--- config.mk ---
export PLATFORM = sky130hd
export DESIGN_NAME = pmt_timer
export DESIGN_NICKNAME = d
export VERILOG_FILES = /design/src/common/pmt_pkg.sv /design/src/common/pmt_cfg_if.sv /design/src/rtl/pmt_core.sv /design/src/rtl/pmt_timer.sv
export VERILOG_INCLUDE_DIRS = /design/src /design/src/common
export SDC_FILE = /design/constraint.sdc
export NUM_CORES = 1
export LEC_CHECK = 0
export ABC_AREA = 1
export BUFFER_PORTS_ARGS = -buffer_cell sky130_fd_sc_hd__buf_2
export CAP_MARGIN = 20
export CORE_ASPECT_RATIO = 0.6
export CORE_MARGIN = 4
export CORE_UTILIZATION = 50
export CTS_BUF_LIST = sky130_fd_sc_hd__clkbuf_8
export DETAILED_ROUTE_END_ITERATION = 10
export PLACE_DENSITY_LB_ADDON = 0.08
export RECOVER_POWER = 25
export SYNTH_ARGS = -nofsm -noshare
export SYNTH_HDL_FRONTEND = slang
export SYNTH_SLANG_ARGS = --single-unit
--- constraint.sdc ---
create_clock -name clk_in -period 3.6 [get_ports clk_in]
set_input_delay 0.72 -clock clk_in [delete_from_list [all_inputs] [get_ports clk_in]]
set_output_delay 0.72 -clock clk_in [all_outputs]
set_load 0.1 [all_outputs]
--- src/common/pmt_cfg.svh ---
`ifndef PMT_CFG_SVH
`define PMT_CFG_SVH

`define PMT_COUNT_RESET 8'h00
`define PMT_PERIOD_RESET 8'hff
`define PMT_COUNT_ONE 8'h01
`define PMT_PRE_ZERO 6'h00
`define PMT_PRE_ONE 6'h01
`define PMT_PRE_MAX_1 6'h00
`define PMT_PRE_MAX_4 6'h03
`define PMT_PRE_MAX_16 6'h0f
`define PMT_PRE_MAX_64 6'h3f
`define PMT_POST_ZERO 4'h0
`define PMT_POST_ONE 4'h1
`define PMT_CTRL_RESET 7'h00
`define PMT_CTRL_POST_HI 6
`define PMT_CTRL_POST_LO 3
`define PMT_CTRL_ON_BIT 2
`define PMT_CTRL_PRE_HI 1
`define PMT_CTRL_PRE_LO 0
`define PMT_INSTANCES 3

`endif

--- src/common/pmt_pkg.sv ---
package pmt_pkg;

typedef enum logic [1:0]
{
    PMT_PRE_DIV1 = 2'b00,
    PMT_PRE_DIV4 = 2'b01,
    PMT_PRE_DIV16 = 2'b10,
    PMT_PRE_DIV64 = 2'b11
} pmt_prescale_t;

endpackage : pmt_pkg

--- src/common/pmt_cfg_if.sv ---
`timescale 1ns/100ps
interface pmt_cfg_if;
    logic [7:0] period_reg;
    logic [3:0] postscale_select;
    logic [1:0] prescale_select;
    logic timer_on_bit;
    logic sleep;
    logic scaler_clear;
    logic count_write;
    logic [7:0] count_wdata;
    logic [7:0] count_reg;
    logic match;
    logic irq_set;

    modport ctrl (output period_reg, postscale_select, prescale_select, timer_on_bit,
                  output sleep, scaler_clear, count_write, count_wdata,
                  input count_reg, match, irq_set);
    modport core (input period_reg, postscale_select, prescale_select, timer_on_bit,
                  input sleep, scaler_clear, count_write, count_wdata,
                  output count_reg, match, irq_set);
endinterface : pmt_cfg_if

--- src/rtl/pmt_core.sv ---
`timescale 1ns/100ps
`include "pmt_cfg.svh"
module pmt_core
    import pmt_pkg::*;
(
    input wire logic clk_in,
    input wire logic nrst_in,
    pmt_cfg_if.core cfg
);
    logic [5:0] pre_cnt;
    logic [5:0] pre_max;
    logic [3:0] post_cnt;
    logic tick;
    logic run;

    // ----------------------------------------
    // Prescaler
    // ----------------------------------------
    always_comb
    begin
        case (pmt_prescale_t'(cfg.prescale_select))
            PMT_PRE_DIV1: pre_max = `PMT_PRE_MAX_1;
            PMT_PRE_DIV4: pre_max = `PMT_PRE_MAX_4;
            PMT_PRE_DIV16: pre_max = `PMT_PRE_MAX_16;
            default: pre_max = `PMT_PRE_MAX_64;
        endcase
    end

    // Sleep stops the prescaler and counter ticks; without writes the count and period hold
    assign run = cfg.timer_on_bit && !cfg.sleep;
    assign tick = run && (pre_cnt == pre_max);

    always_ff @(posedge clk_in)
    begin
        if (!nrst_in || cfg.scaler_clear)
            pre_cnt <= `PMT_PRE_ZERO;
        else if (run)
            pre_cnt <= (pre_cnt == pre_max) ? `PMT_PRE_ZERO : pre_cnt + `PMT_PRE_ONE;
    end

    // ----------------------------------------
    // Counter and comparator
    // ----------------------------------------
    assign cfg.match = (cfg.count_reg == cfg.period_reg);

    always_ff @(posedge clk_in)
    begin
        if (!nrst_in)
            cfg.count_reg <= `PMT_COUNT_RESET;
        else if (cfg.count_write)
            cfg.count_reg <= cfg.count_wdata;
        else if (tick && cfg.match)
            cfg.count_reg <= `PMT_COUNT_RESET;
        else if (tick)
            cfg.count_reg <= cfg.count_reg + `PMT_COUNT_ONE;
    end

    // ----------------------------------------
    // Postscaler
    // ----------------------------------------
    // Matches are counted once per prescaled tick so a held match counts once per tick
    assign cfg.irq_set = tick && cfg.match && (post_cnt == cfg.postscale_select);

    always_ff @(posedge clk_in)
    begin
        if (!nrst_in || cfg.scaler_clear)
            post_cnt <= `PMT_POST_ZERO;
        else if (cfg.irq_set)
            post_cnt <= `PMT_POST_ZERO;
        else if (tick && cfg.match)
            post_cnt <= post_cnt + `PMT_POST_ONE;
    end
endmodule : pmt_core

--- src/rtl/pmt_timer.sv ---
`timescale 1ns/100ps
`include "pmt_cfg.svh"
// Function
// - Up to three identical timer copies, each with own state and flag.
// - Timer clocked from instruction clock through its prescaler.
// - Counter starts at zero and advances once per prescaled edge.
// - Prescaler divides by one, four, sixteen or sixty-four.
// - Counter compared with period every cycle; equality is the match output.
// - After a match counter reloads zero and match feeds postscaler.
// - Counter and period are eight bits, readable and writable.
// - Reset clears counter and sets period to all ones.
// - Scaler counts clear on counter write, control write and reset.
// - Four-bit postscaler counts matches and sets latched interrupt flag.
// - Sixteen postscale ratios, one to sixteen matches per flag.
// - Interrupt request forwarded only when match enable is set.
// - Unscaled match goes to capture/compare units as PWM time base.
// - Only first instance offers match as serial port shift clock.
// - During sleep the timer stops and keeps counter and period.
module pmt_timer
    import pmt_pkg::*;
#(
    // Set only on the first of up to three copies; every copy keeps its own state
    parameter bit SPI_CLOCK_SOURCE = 1'b1
)
(
    input wire logic clk_in,
    input wire logic nrst_in,
    input wire logic sleep_in,
    input wire logic count_wr_in,
    input wire logic [7:0] count_wdata_in,
    input wire logic period_wr_in,
    input wire logic [7:0] period_wdata_in,
    input wire logic control_wr_in,
    input wire logic [6:0] control_wdata_in,
    input wire logic irq_enable_wr_in,
    input wire logic irq_enable_wdata_in,
    input wire logic irq_flag_wr_in,
    input wire logic irq_flag_wdata_in,
    output logic [7:0] count_reg_out,
    output logic [7:0] period_reg_out,
    output logic [6:0] timer_control_reg_out,
    output logic match_irq_flag_out,
    output logic match_irq_enable_out,
    output logic irq_request_out,
    output logic ccp_time_base_out,
    output logic spi_shift_clock_out
);
    logic [7:0] period_reg;
    logic [6:0] timer_control_reg;
    logic match_irq_flag;
    logic match_irq_enable;

    pmt_cfg_if cfg ();

    // ----------------------------------------
    // Software registers
    // ----------------------------------------
    always_ff @(posedge clk_in)
    begin
        if (!nrst_in)
            period_reg <= `PMT_PERIOD_RESET;
        else if (period_wr_in)
            period_reg <= period_wdata_in;
    end

    always_ff @(posedge clk_in)
    begin
        if (!nrst_in)
            timer_control_reg <= `PMT_CTRL_RESET;
        else if (control_wr_in)
            timer_control_reg <= control_wdata_in;
    end

    always_ff @(posedge clk_in)
    begin
        if (!nrst_in)
            match_irq_enable <= 1'b0;
        else if (irq_enable_wr_in)
            match_irq_enable <= irq_enable_wdata_in;
    end

    // Hardware set wins over a software clear in the same cycle
    always_ff @(posedge clk_in)
    begin
        if (!nrst_in)
            match_irq_flag <= 1'b0;
        else if (cfg.irq_set)
            match_irq_flag <= 1'b1;
        else if (irq_flag_wr_in)
            match_irq_flag <= irq_flag_wdata_in;
    end

    // ----------------------------------------
    // Core hookup
    // ----------------------------------------
    assign cfg.period_reg = period_reg;
    assign cfg.postscale_select = timer_control_reg[`PMT_CTRL_POST_HI:`PMT_CTRL_POST_LO];
    assign cfg.prescale_select = timer_control_reg[`PMT_CTRL_PRE_HI:`PMT_CTRL_PRE_LO];
    assign cfg.timer_on_bit = timer_control_reg[`PMT_CTRL_ON_BIT];
    assign cfg.sleep = sleep_in;
    assign cfg.scaler_clear = count_wr_in || control_wr_in;
    assign cfg.count_write = count_wr_in;
    assign cfg.count_wdata = count_wdata_in;

    pmt_core u_core
    (
        .clk_in(clk_in),
        .nrst_in(nrst_in),
        .cfg(cfg.core)
    );

    // ----------------------------------------
    // Outputs, all registered
    // ----------------------------------------
    always_ff @(posedge clk_in)
    begin
        if (!nrst_in)
        begin
            ccp_time_base_out <= 1'b0;
            spi_shift_clock_out <= 1'b0;
            irq_request_out <= 1'b0;
        end
        else
        begin
            ccp_time_base_out <= cfg.match;
            spi_shift_clock_out <= SPI_CLOCK_SOURCE && cfg.match;
            irq_request_out <= match_irq_flag && match_irq_enable;
        end
    end

    // Register mirrors are one cycle behind the live state
    always_ff @(posedge clk_in)
    begin
        if (!nrst_in)
        begin
            count_reg_out <= `PMT_COUNT_RESET;
            period_reg_out <= `PMT_PERIOD_RESET;
            timer_control_reg_out <= `PMT_CTRL_RESET;
            match_irq_flag_out <= 1'b0;
            match_irq_enable_out <= 1'b0;
        end
        else
        begin
            count_reg_out <= cfg.count_reg;
            period_reg_out <= period_reg;
            timer_control_reg_out <= timer_control_reg;
            match_irq_flag_out <= match_irq_flag;
            match_irq_enable_out <= match_irq_enable;
        end
    end
endmodule : pmt_timer

==> impl_results.md, run 1 <==
- Fmax: 0.497 GHz
- Antenna violation net count after detailed routing: 0
- Vias/cell: 4.71
- DR iter-0 viols: 82
- Period Utilization, post-route: 0.558
- Min cycle time layout: 2.01 ns
- Synth warn: 0
- Clock Latency Late Sink: 0.34 ns
- Syn_area_per_cell: 7.48 sq um
- Core area: 5130 sq um
- Cells on Worst Hold Path: 2
- Seq cells post-synth: 62
- Clock-pin slew on the worst setup and hold paths: 0.06 ns
- DRC errors left: 0
- Number of synthesized flops with an enable pin: 0
- Via count: 2,306
- Worst Skew: 0.00570 ns
- N_diodes: 0
- Die Wd: 102 um
- Vias in the first global route: 2,226
- RSZ-0062 raised after global routing: no
- Final setup violation count: 0
- Worst reg2reg path depth: 8
- Grt total ovfl: 0
- Max Cap Viol: 0
- PostCTS Resize Cnt: 0
- Kind of end point of the critical path: register
- Post-Syn Area: 2680 sq um
- Hold Vio Cnt, Final: 0
- Final slew viol count: 0
- Multi-input gate area: 1130 sq um
- Layout overhead on the synthesized area: 18.5%
- Port-buffer cells: 60
- Reg area: 1240 sq um
- Htree depth: 3
- Initial antenna violation count: 0
- Wire length per cell: 11.8 um
- Lkg Pwr: 1.72 nW
- Share of cells above drive strength 1: 0.215
- Standard-cell rows: 20
- Most frequent cells in the layout: 94 x nand2_1, 62 x dfxtp_1, 60 x buf_2, 58 x inv_1, 24 x nor2_1
- Most common cell after layout, fill and taps aside: nand2_1
- Main synth FF type: dfxtp_1
- Worst Hold Class: register to register
- Netlist cell types: 27
- Longest Clk Path Bufs: 2
- Post-Synthesis Cells: 358
- DRT Wirelength: 5810 um
- Synth async-reset ratio: 0
- Critical Path RT: 3.86 ns
- Post-DP HPWL: 4270 um
- First drt pass iteration count: 4
- Die area: 6630 sq um
- Power per cell area: 482 nW/um^2
- CTS Root Cell: clkbuf_8
- # fillers: 493
- Setup TNS: 0 ns
- First-pass GRT wire length: 10,200 um
- CTS Hold Bufs: 0
- Rel. slew slack: 0.0688
- Die Y: 64.7 um
- Routability Congestion: 0.824
- Pin count of the biggest net entering global routing: 35
- CP Launch Type: input pin
- Sequential share of the synthesized area: 0.463
- Pin slew with the least headroom to its limit: 1.40 ns
- # Post-CTS Setup Buffers: 0
- I/O Pins: 61
- Final net count: 455
- Total CTS buffers: 9
- # clock sinks: 62
- VDD IR max: 287 uV
- Initial Util: 0.522
- Worst EP arrival: 2.27 ns
- Crit path kind: input pin to register
- Run status: finished clean
- CP Max Fanout: 34
- CTS tree: yes
- Worst hold slack: 0.428 ns
- All-Layer GR Usage: 0.201
- Syn_nets: 394
-- power breakdown --
| group | switching (mW) | internal [mW] | total, mW |
|---|---|---|---|
| combinational | 0.163 | 0.0541 | 0.217 |
| clock | 0.265 | 0.309 | 0.574 |
| sequential | 0.0231 | 0.717 | 0.740 |
-- routing by layer --
metal  track usage  share of wire
met1         0.281           0.52
met2         0.284           0.39
met3        0.0656          0.072
met4        0.0786          0.015
met5             0              0
-- per-stage QoR --
stage	utilization	setup slack, ns	instance area (sq um)	total power, mW	instances
5_1_grt	0.619	1.33	3180	1.60	490
3_3_place_gp	0.584	1.76	3000	0.971	474
2_1_floorplan	-	1.52	2680	0.923	358
6_report	0.619	1.59	3180	1.53	490
3_5_place_dp	0.584	1.69	3000	0.973	474
4_1_cts	0.620	1.78	3180	1.55	490
-- final timing paths --
path | start | endpoint | slack [ns]
setup reg to reg | u_core.cfg.count_reg[6] | u_core.post_cnt[2] | 1.98
setup / recovery | nrst_in | match_irq_enable | 1.59
hold reg to reg | timer_control_reg[2] | timer_control_reg_out[2] | 0.43
hold / removal | timer_control_reg[2] | timer_control_reg_out[2] | 0.43
-- synth_stat cells, types with 4 or more instances --
| cell | instances | area (sq um) |
|---|---|---|
| o21ai_0 | 18 | 90.1 |
| clkbuf_1 | 6 | 22.5 |
| nand2_1 | 94 | 353 |
| a21oi_1 | 22 | 110 |
| inv_1 | 56 | 210 |
| nand3_1 | 17 | 85.1 |
| nand4_1 | 9 | 56.3 |
| xor2_1 | 8 | 70.1 |
| dfxtp_1 | 62 | 1240 |
| nor3_1 | 4 | 20.0 |
| xnor2_1 | 7 | 61.3 |
| nor2_1 | 24 | 90.1 |
-- worst max-delay path: stages --
cell	delay (ns)
buf_2	0.09
clkbuf_1	1.02
o21ai_0	0.24
a21oi_1	0.20
-- kinds of logic (layout without fill, tap and decap cells) --
group                    count (synthesis)  count (layout)  share of synthesized area
AO/OA/AOI/OAI                           43              43                     0.0831
adder cells (fa/ha/maj)                  3               3                     0.0140
XOR/XNOR                                15              15                     0.0490
AND/OR/NAND/NOR                        162             162                      0.276
flip-flops                              62              62                      0.463
buffers and inverters                   73             139                      0.115
-- final cells by class --
class / instances / share of cell area
inverters: 61 / 0.0721
clock inverters: 7 / 0.0181
clock buffers: 9 / 0.0390
repair buffers: 62 / 0.0981
well taps: 66 / 0.0260
multi-input cells: 223 / 0.356
flip-flops and latches: 62 / 0.391
(Power assumes the default switching activity.)
==> run 2, diff against run 1 <==
==> constraint.sdc (replaced) <==
create_clock -name clk_in -period 1.8 [get_ports clk_in]
set_input_delay 0.36 -clock clk_in [delete_from_list [all_inputs] [get_ports clk_in]]
set_output_delay 0.36 -clock clk_in [all_outputs]
set_load 0.1 [all_outputs]
==> impl_results.md, run 2 (same netlist as run 1, synthesis figures left out) <==
- Die Wd: 102 um (unchanged)
- Comb pwr share: 0.154 (+0.012)
- Global routing's busiest layer: met1
- # Post-CTS Setup Buffers: 0 (unchanged)
- Power per cell area: 908 nW/um^2 (+88%)
- Worst Skew: 0.00504 ns (-0.000657 ns)
- DRT Wirelength: 5730 um (-1.2%)
- Kind of end point of the critical path: register
- N_diodes: 0 (unchanged)
- Post-layout util: 0.614 (-0.00463)
- GR Layer Usage met2: 0.264 (-0.0193)
- Wire length per cell: 11.7 um (-1.0%)
- Die area: 6630 sq um (unchanged)
- Fmax: 0.624 GHz
- Worst EP arrival: 1.83 ns (-0.44 ns)
- Clock-pin slew on the worst setup and hold paths: 0.06 ns (about the same)
- Min cycle time layout: 1.60 ns
- Port-buffer cells: 60 (unchanged)
- Htree depth: 3 (unchanged)
- Crit-path max cell delay: 0.46 ns (-0.56 ns)
- Most common cell after layout, fill and taps aside: nand2_1
- Fin area: 3150 sq um (-0.75%)
- Post-DP HPWL: 4270 um (about the same)
- Total power: 2.86 mW (+87%)
- Clock Latency Late Sink: 0.33 ns (about the same)
- Crit path kind: register to register
- Total CTS buffers: 9 (unchanged)
- Final WS setup: 0.197 ns (-1.39 ns)
- DRC errors left: 0 (unchanged)
- Setup TNS: 0 ns (unchanged)
- Rel. slew slack: 0.554 (+0.486)
- Pre-CTS WS: 0.224 ns (-1.47 ns)
- Run status: finished clean
- Grt total ovfl: 0 (unchanged)
- Max Cap Viol: 0 (unchanged)
- First-pass GRT wire length: 9800 um (-4.2%)
- Reg power frac: 0.516 (+0.033)
- Sw frac: 0.298 (+0.00377)
- Final net count: 457 (+0.44%)
- Fin cells: 489 (-0.20%)
- Clock power share: 0.330 (-0.045)
- RSZ-0062 raised after global routing: no
- GR Util met1: 0.281 (-0.000291)
- Lkg Pwr: 1.70 nW (-0.74%)
- Critical path's slowest cell: dfxtp_1
- Hold Vio Cnt, Final: 0 (unchanged)
- Standard-cell rows: 20 (unchanged)
- Most frequent cells in the layout: 94 x nand2_1, 62 x dfxtp_1, 59 x buf_2, 57 x inv_1, 24 x nor2_1
- PostCTS Resize Cnt: 0 (unchanged)
- Initial antenna violation count: 0 (unchanged)
- Placed insts: 476 (+0.42%)
- Worst hold slack: 0.215 ns (-0.213 ns)
- DR iter-0 viols: 99 (+21%)
- Sw Pwr: 0.853 mW (+89%)
- CTS Root Cell: clkbuf_8
- # clock sinks: 62 (unchanged)
- First drt pass iteration count: 4 (unchanged)
- Internal: 2.01 mW (+86%)
- All-Layer GR Usage: 0.195 (-0.00558)
- Most frequent CP cell: nand2_2
- Initial Util: 0.522 (unchanged)
- VDD IR max: 549 uV (+91%)
- Routability Congestion: 0.885 (+7.3%)
- CTS Hold Bufs: 0 (unchanged)
- M3 GR Usage: 0.0720 (+0.00645)
- Post-Place Cell Area: 3010 sq um (+0.50%)
- Die Y: 64.7 um (unchanged)
- CTS tree: yes
- Critical Path, Cell by Cell: xnor2_1, nand2_1, nor2_1, nand2_4, nor2_8, nand2_2, nand2_2, a21oi_1
- Period Utilization, post-route: 0.891
- Critical Path RT: 2.03 ns (-1.83 ns)
- I/O Pins: 61 (unchanged)
- Final slew viol count: 0 (unchanged)
- Final setup violation count: 0 (unchanged)
- CP Launch Type: register
- CP Max Fanout: 10 (-71%)
- Worst Hold Class: input pin to register
- Pin count of the biggest net entering global routing: 35 (unchanged)
- # fillers: 490 (-0.61%)
- Vias in the first global route: 2,112 (-5.1%)
- Antenna violation net count after detailed routing: 0 (unchanged)
- Longest Clk Path Bufs: 2 (unchanged)
- Via count: 2,307 (+0.043%)
- Vias/cell: 4.72 (+0.25%)
- Core area: 5130 sq um (unchanged)
- Pin slew with the least headroom to its limit: 0.668 ns (-0.728 ns)
- Layout overhead on the synthesized area: 17.7%
- Share of cells above drive strength 1: 0.215 (+0.000507)
run 2: cell types whose count changed in the layout (fill, tap and decap cells not counted):
cell       delta
buf_4         +2
clkbuf_2      +1
inv_1         -1
clkinv_2      -1
buf_2         -1
bufinv_16     -1
run 2: area by class of cell:
cell class / count / area, sq um / area share
multi-input cells: 223 / 1130 / 0.358
clock inverters: 4 / 18.8 / 0.00595
well taps: 66 / 82.6 / 0.0262
flip-flops and latches: 62 / 1240 / 0.394
repair buffers: 64 / 327 / 0.104
clock buffers: 9 / 124 / 0.0393
inverters: 61 / 229 / 0.0726
run 2: worst max-delay path, delay by kind of cell (launching register included):
kind	cells	cell delay [ns]
AO/OA/AOI/OAI	1	0.05
flip-flops	1	0.46
AND/OR/NAND/NOR	6	0.80
XOR/XNOR	1	0.16
run 2: power groups by stage:
| stage | registers (mW) | logic [mW] | clock network [mW] |
|---|---|---|---|
| global route | 1.48 | 0.487 | 1.05 |
| floorplan | 1.67 | 0.175 | 0 |
| finish | 1.48 | 0.441 | 0.943 |
| CTS | 1.48 | 0.445 | 0.979 |
| detailed placement | 1.51 | 0.443 | 0 |
| global placement | 1.51 | 0.441 | 0 |
run 2: final timing paths:
| kind | from | end | slack, ns | depth (start not counted) |
|---|---|---|---|---|
| setup reg to reg | u_core.cfg.count_reg[6] | u_core.post_cnt[0] | 0.20 | 8 |
| hold / removal | irq_enable_wr_in | match_irq_enable | 0.21 | 2 |
| hold reg to reg | timer_control_reg[2] | timer_control_reg_out[2] | 0.43 | 2 |
| setup / recovery | u_core.cfg.count_reg[6] | u_core.post_cnt[0] | 0.20 | 8 |
run 2: per-layer routing:
layer	wire length (um)	up-vias	share of wire
met4	68	0	0.012
li1	-	1229	-
met2	2210	62	0.39
met5	0	-	0
met3	419	7	0.073
met1	3040	1009	0.53
==> run 3, diff against run 2 <==
==> constraint.sdc (replaced) <==
create_clock -name clk_in -period 1.7 [get_ports clk_in]
set_input_delay 0.34 -clock clk_in [delete_from_list [all_inputs] [get_ports clk_in]]
set_output_delay 0.34 -clock clk_in [all_outputs]
set_load 0.1 [all_outputs]
==> impl_results.md, run 3 (same netlist as run 1, synthesis figures left out) <==
- Run status: finished clean
- Final net count: 456 (-0.22%)
- Wire length per cell: 12.0 um (+2.4%)
- Share of cells above drive strength 1: 0.216 (+0.00134)
- CP Max Fanout: 10 (unchanged)
- Crit-path max cell delay: 0.51 ns (+0.05 ns)
- Reg power frac: 0.484 (-0.032)
- # fillers: 478 (-2.4%)
- Die area: 6630 sq um (unchanged)
- Clock-pin slew on the worst setup and hold paths: 0.07 ns (about the same)
- Clock Latency Late Sink: 0.35 ns (+0.02 ns)
- Worst EP arrival: 1.78 ns (-0.05 ns)
- Most frequent cells in the layout: 94 x nand2_1, 62 x dfxtp_1, 59 x inv_1, 59 x buf_2, 23 x nor2_1
- Routability Congestion: 0.896 (+1.3%)
- CP startpoint: u_core.cfg.count_reg[2]
- Final setup violation count: 0 (unchanged)
- Hold Vio Cnt, Final: 0 (unchanged)
- Comb pwr share: 0.145 (-0.009)
- RR Endpoint: u_core.post_cnt[0]
- RSZ-0062 raised after global routing: no
- CTS Root Cell: clkbuf_8
- # Post-CTS Setup Buffers: 0 (unchanged)
- Grt total ovfl: 0 (unchanged)
- CP Launch Type: register
- Port-buffer cells: 60 (unchanged)
- Multi-input gate area: 1130 sq um (+0.22%)
- Die Wd: 102 um (unchanged)
- Worst Skew: 0.00944 ns (+0.00440 ns)
- Most common cell after layout, fill and taps aside: nand2_1
- First-pass GRT wire length: 10,000 um (+2.1%)
- Antenna violation net count after detailed routing: 0 (unchanged)
- Crit path kind: register to register
- N_diodes: 0 (unchanged)
- I/O Pins: 61 (unchanged)
- CTS tree: yes
- R2r startpoint: u_core.cfg.count_reg[2]
- DRT Wirelength: 5900 um (+2.8%)
- Lkg Pwr: 1.72 nW (+0.92%)
- Max Cap Viol: 0 (unchanged)
- Pin count of the biggest net entering global routing: 35 (unchanged)
- Core area: 5130 sq um (unchanged)
- Internal: 2.29 mW (+14%)
- CTS Hold Bufs: 0 (unchanged)
- Sw Pwr: 0.945 mW (+11%)
- Min cycle time layout: 1.55 ns (-0.0573 ns)
- Worst hold slack: 0.179 ns (-0.0357 ns)
- Reg2Reg Setup Slack: 0.15 ns (-0.04 ns)
- Initial antenna violation count: 0 (unchanged)
- Layout overhead on the synthesized area: 19.0%
- Vias in the first global route: 2,145 (+1.6%)
- # clock sinks: 62 (unchanged)
- Critical Path, Cell by Cell: nand2_1, nand2_1, nand2_1, nor2_2, nand2_4, nor2_8, nand2_2, nand2_2, a21oi_1
- Post-DP HPWL: 4360 um (+2.0%)
- End point of the critical path: u_core.post_cnt[0]
- Pin slew with the least headroom to its limit: 0.676 ns (+0.00797 ns)
- Final slew viol count: 0 (unchanged)
- Setup TNS: 0 ns (unchanged)
- Via count: 2,294 (-0.56%)
- PostCTS Resize Cnt: 0 (unchanged)
- Initial Util: 0.522 (unchanged)
- All-Layer GR Usage: 0.199 (+0.00386)
- Htree depth: 3 (unchanged)
- Longest Clk Path Bufs: 2 (unchanged)
- Standard-cell rows: 20 (unchanged)
- Total CTS buffers: 9 (unchanged)
- Rel. slew slack: 0.549 (-0.00531)
- Worst Hold Class: input pin to register
- Total power: 3.23 mW (+13%)
- Power per cell area: 1010 nW/um^2 (+12%)
- Critical Path RT: 1.93 ns (-0.10 ns)
- Kind of end point of the critical path: register
- DRC errors left: 0 (unchanged)
- Sw frac: 0.292 (-0.00599)
- Reg area: 1240 sq um (unchanged)
- Critical path's slowest cell: dfxtp_1
- Worst reg2reg path depth: 9 (+1)
- Period Utilization, post-route: 0.909 (+0.0187)
- Most frequent CP cell: nand2_1
- Die Y: 64.7 um (unchanged)
- DR iter-0 viols: 135 (+36%)
- Clock power share: 0.371 (+0.041)
- Fmax: 0.647 GHz (+3.7%)
- VDD IR max: 606 uV (+10%)
- First drt pass iteration count: 4 (unchanged)
- Vias/cell: 4.67 (-0.97%)
## run 3: metrics by stage
step                instance area [sq um]  instances  utilization  setup slack (ns)
finish                               3190        491        0.621             0.154
detailed placement                   3010        475        0.586             0.182
CTS                                  3190        491        0.621             0.170
global route                         3190        491        0.621           0.00462
floorplan                            2680        358            -           0.00377
global placement                     3010        475        0.586             0.217
## run 3: how the worst min path moves through the flow
stage | startpoint | endpoint | depth (start not counted)
after floorplan | match_irq_flag | match_irq_flag_out | 2
after global placement | timer_control_reg[2] | timer_control_reg_out[2] | 2
after detailed placement | timer_control_reg[2] | timer_control_reg_out[2] | 2
after CTS | irq_enable_wr_in | match_irq_enable | 2
after global routing | irq_enable_wr_in | match_irq_enable | 2
final | irq_enable_wr_in | match_irq_enable | 2
## run 3: layout make-up
class,instances,area share
Inverter,61,0.0718
Sequential cell,62,0.389
Multi-Input combinational cell,223,0.355
Timing Repair Buffer,63,0.100
Clock inverter,7,0.0185
Clock buffer,9,0.0389
Tap cell,66,0.0259
## run 3: critical path: cells and delay by family (launching register included)
kind | cells | cell delay, ns
AO/OA/AOI/OAI | 1 | 0.05
flip-flops | 1 | 0.51
AND/OR/NAND/NOR | 8 | 0.89
## run 3: layer usage
| layer | up-vias | global-route usage | part of all wire |
|---|---|---|---|
| li1 | 1226 | - | - |
| met1 | 997 | 0.284 | 0.54 |
| met2 | 62 | 0.274 | 0.38 |
| met3 | 9 | 0.0720 | 0.071 |
| met4 | 0 | 0.0687 | 0.012 |
| met5 | - | 0 | 0 |
## run 3: power groups by stage
stage	registers, mW	logic (mW)	clock network (mW)
after floorplan	1.77	0.185	0
after global placement	1.59	0.465	0
after detailed placement	1.60	0.469	0
after CTS	1.56	0.471	1.23
after global routing	1.57	0.512	1.31
final	1.56	0.468	1.20
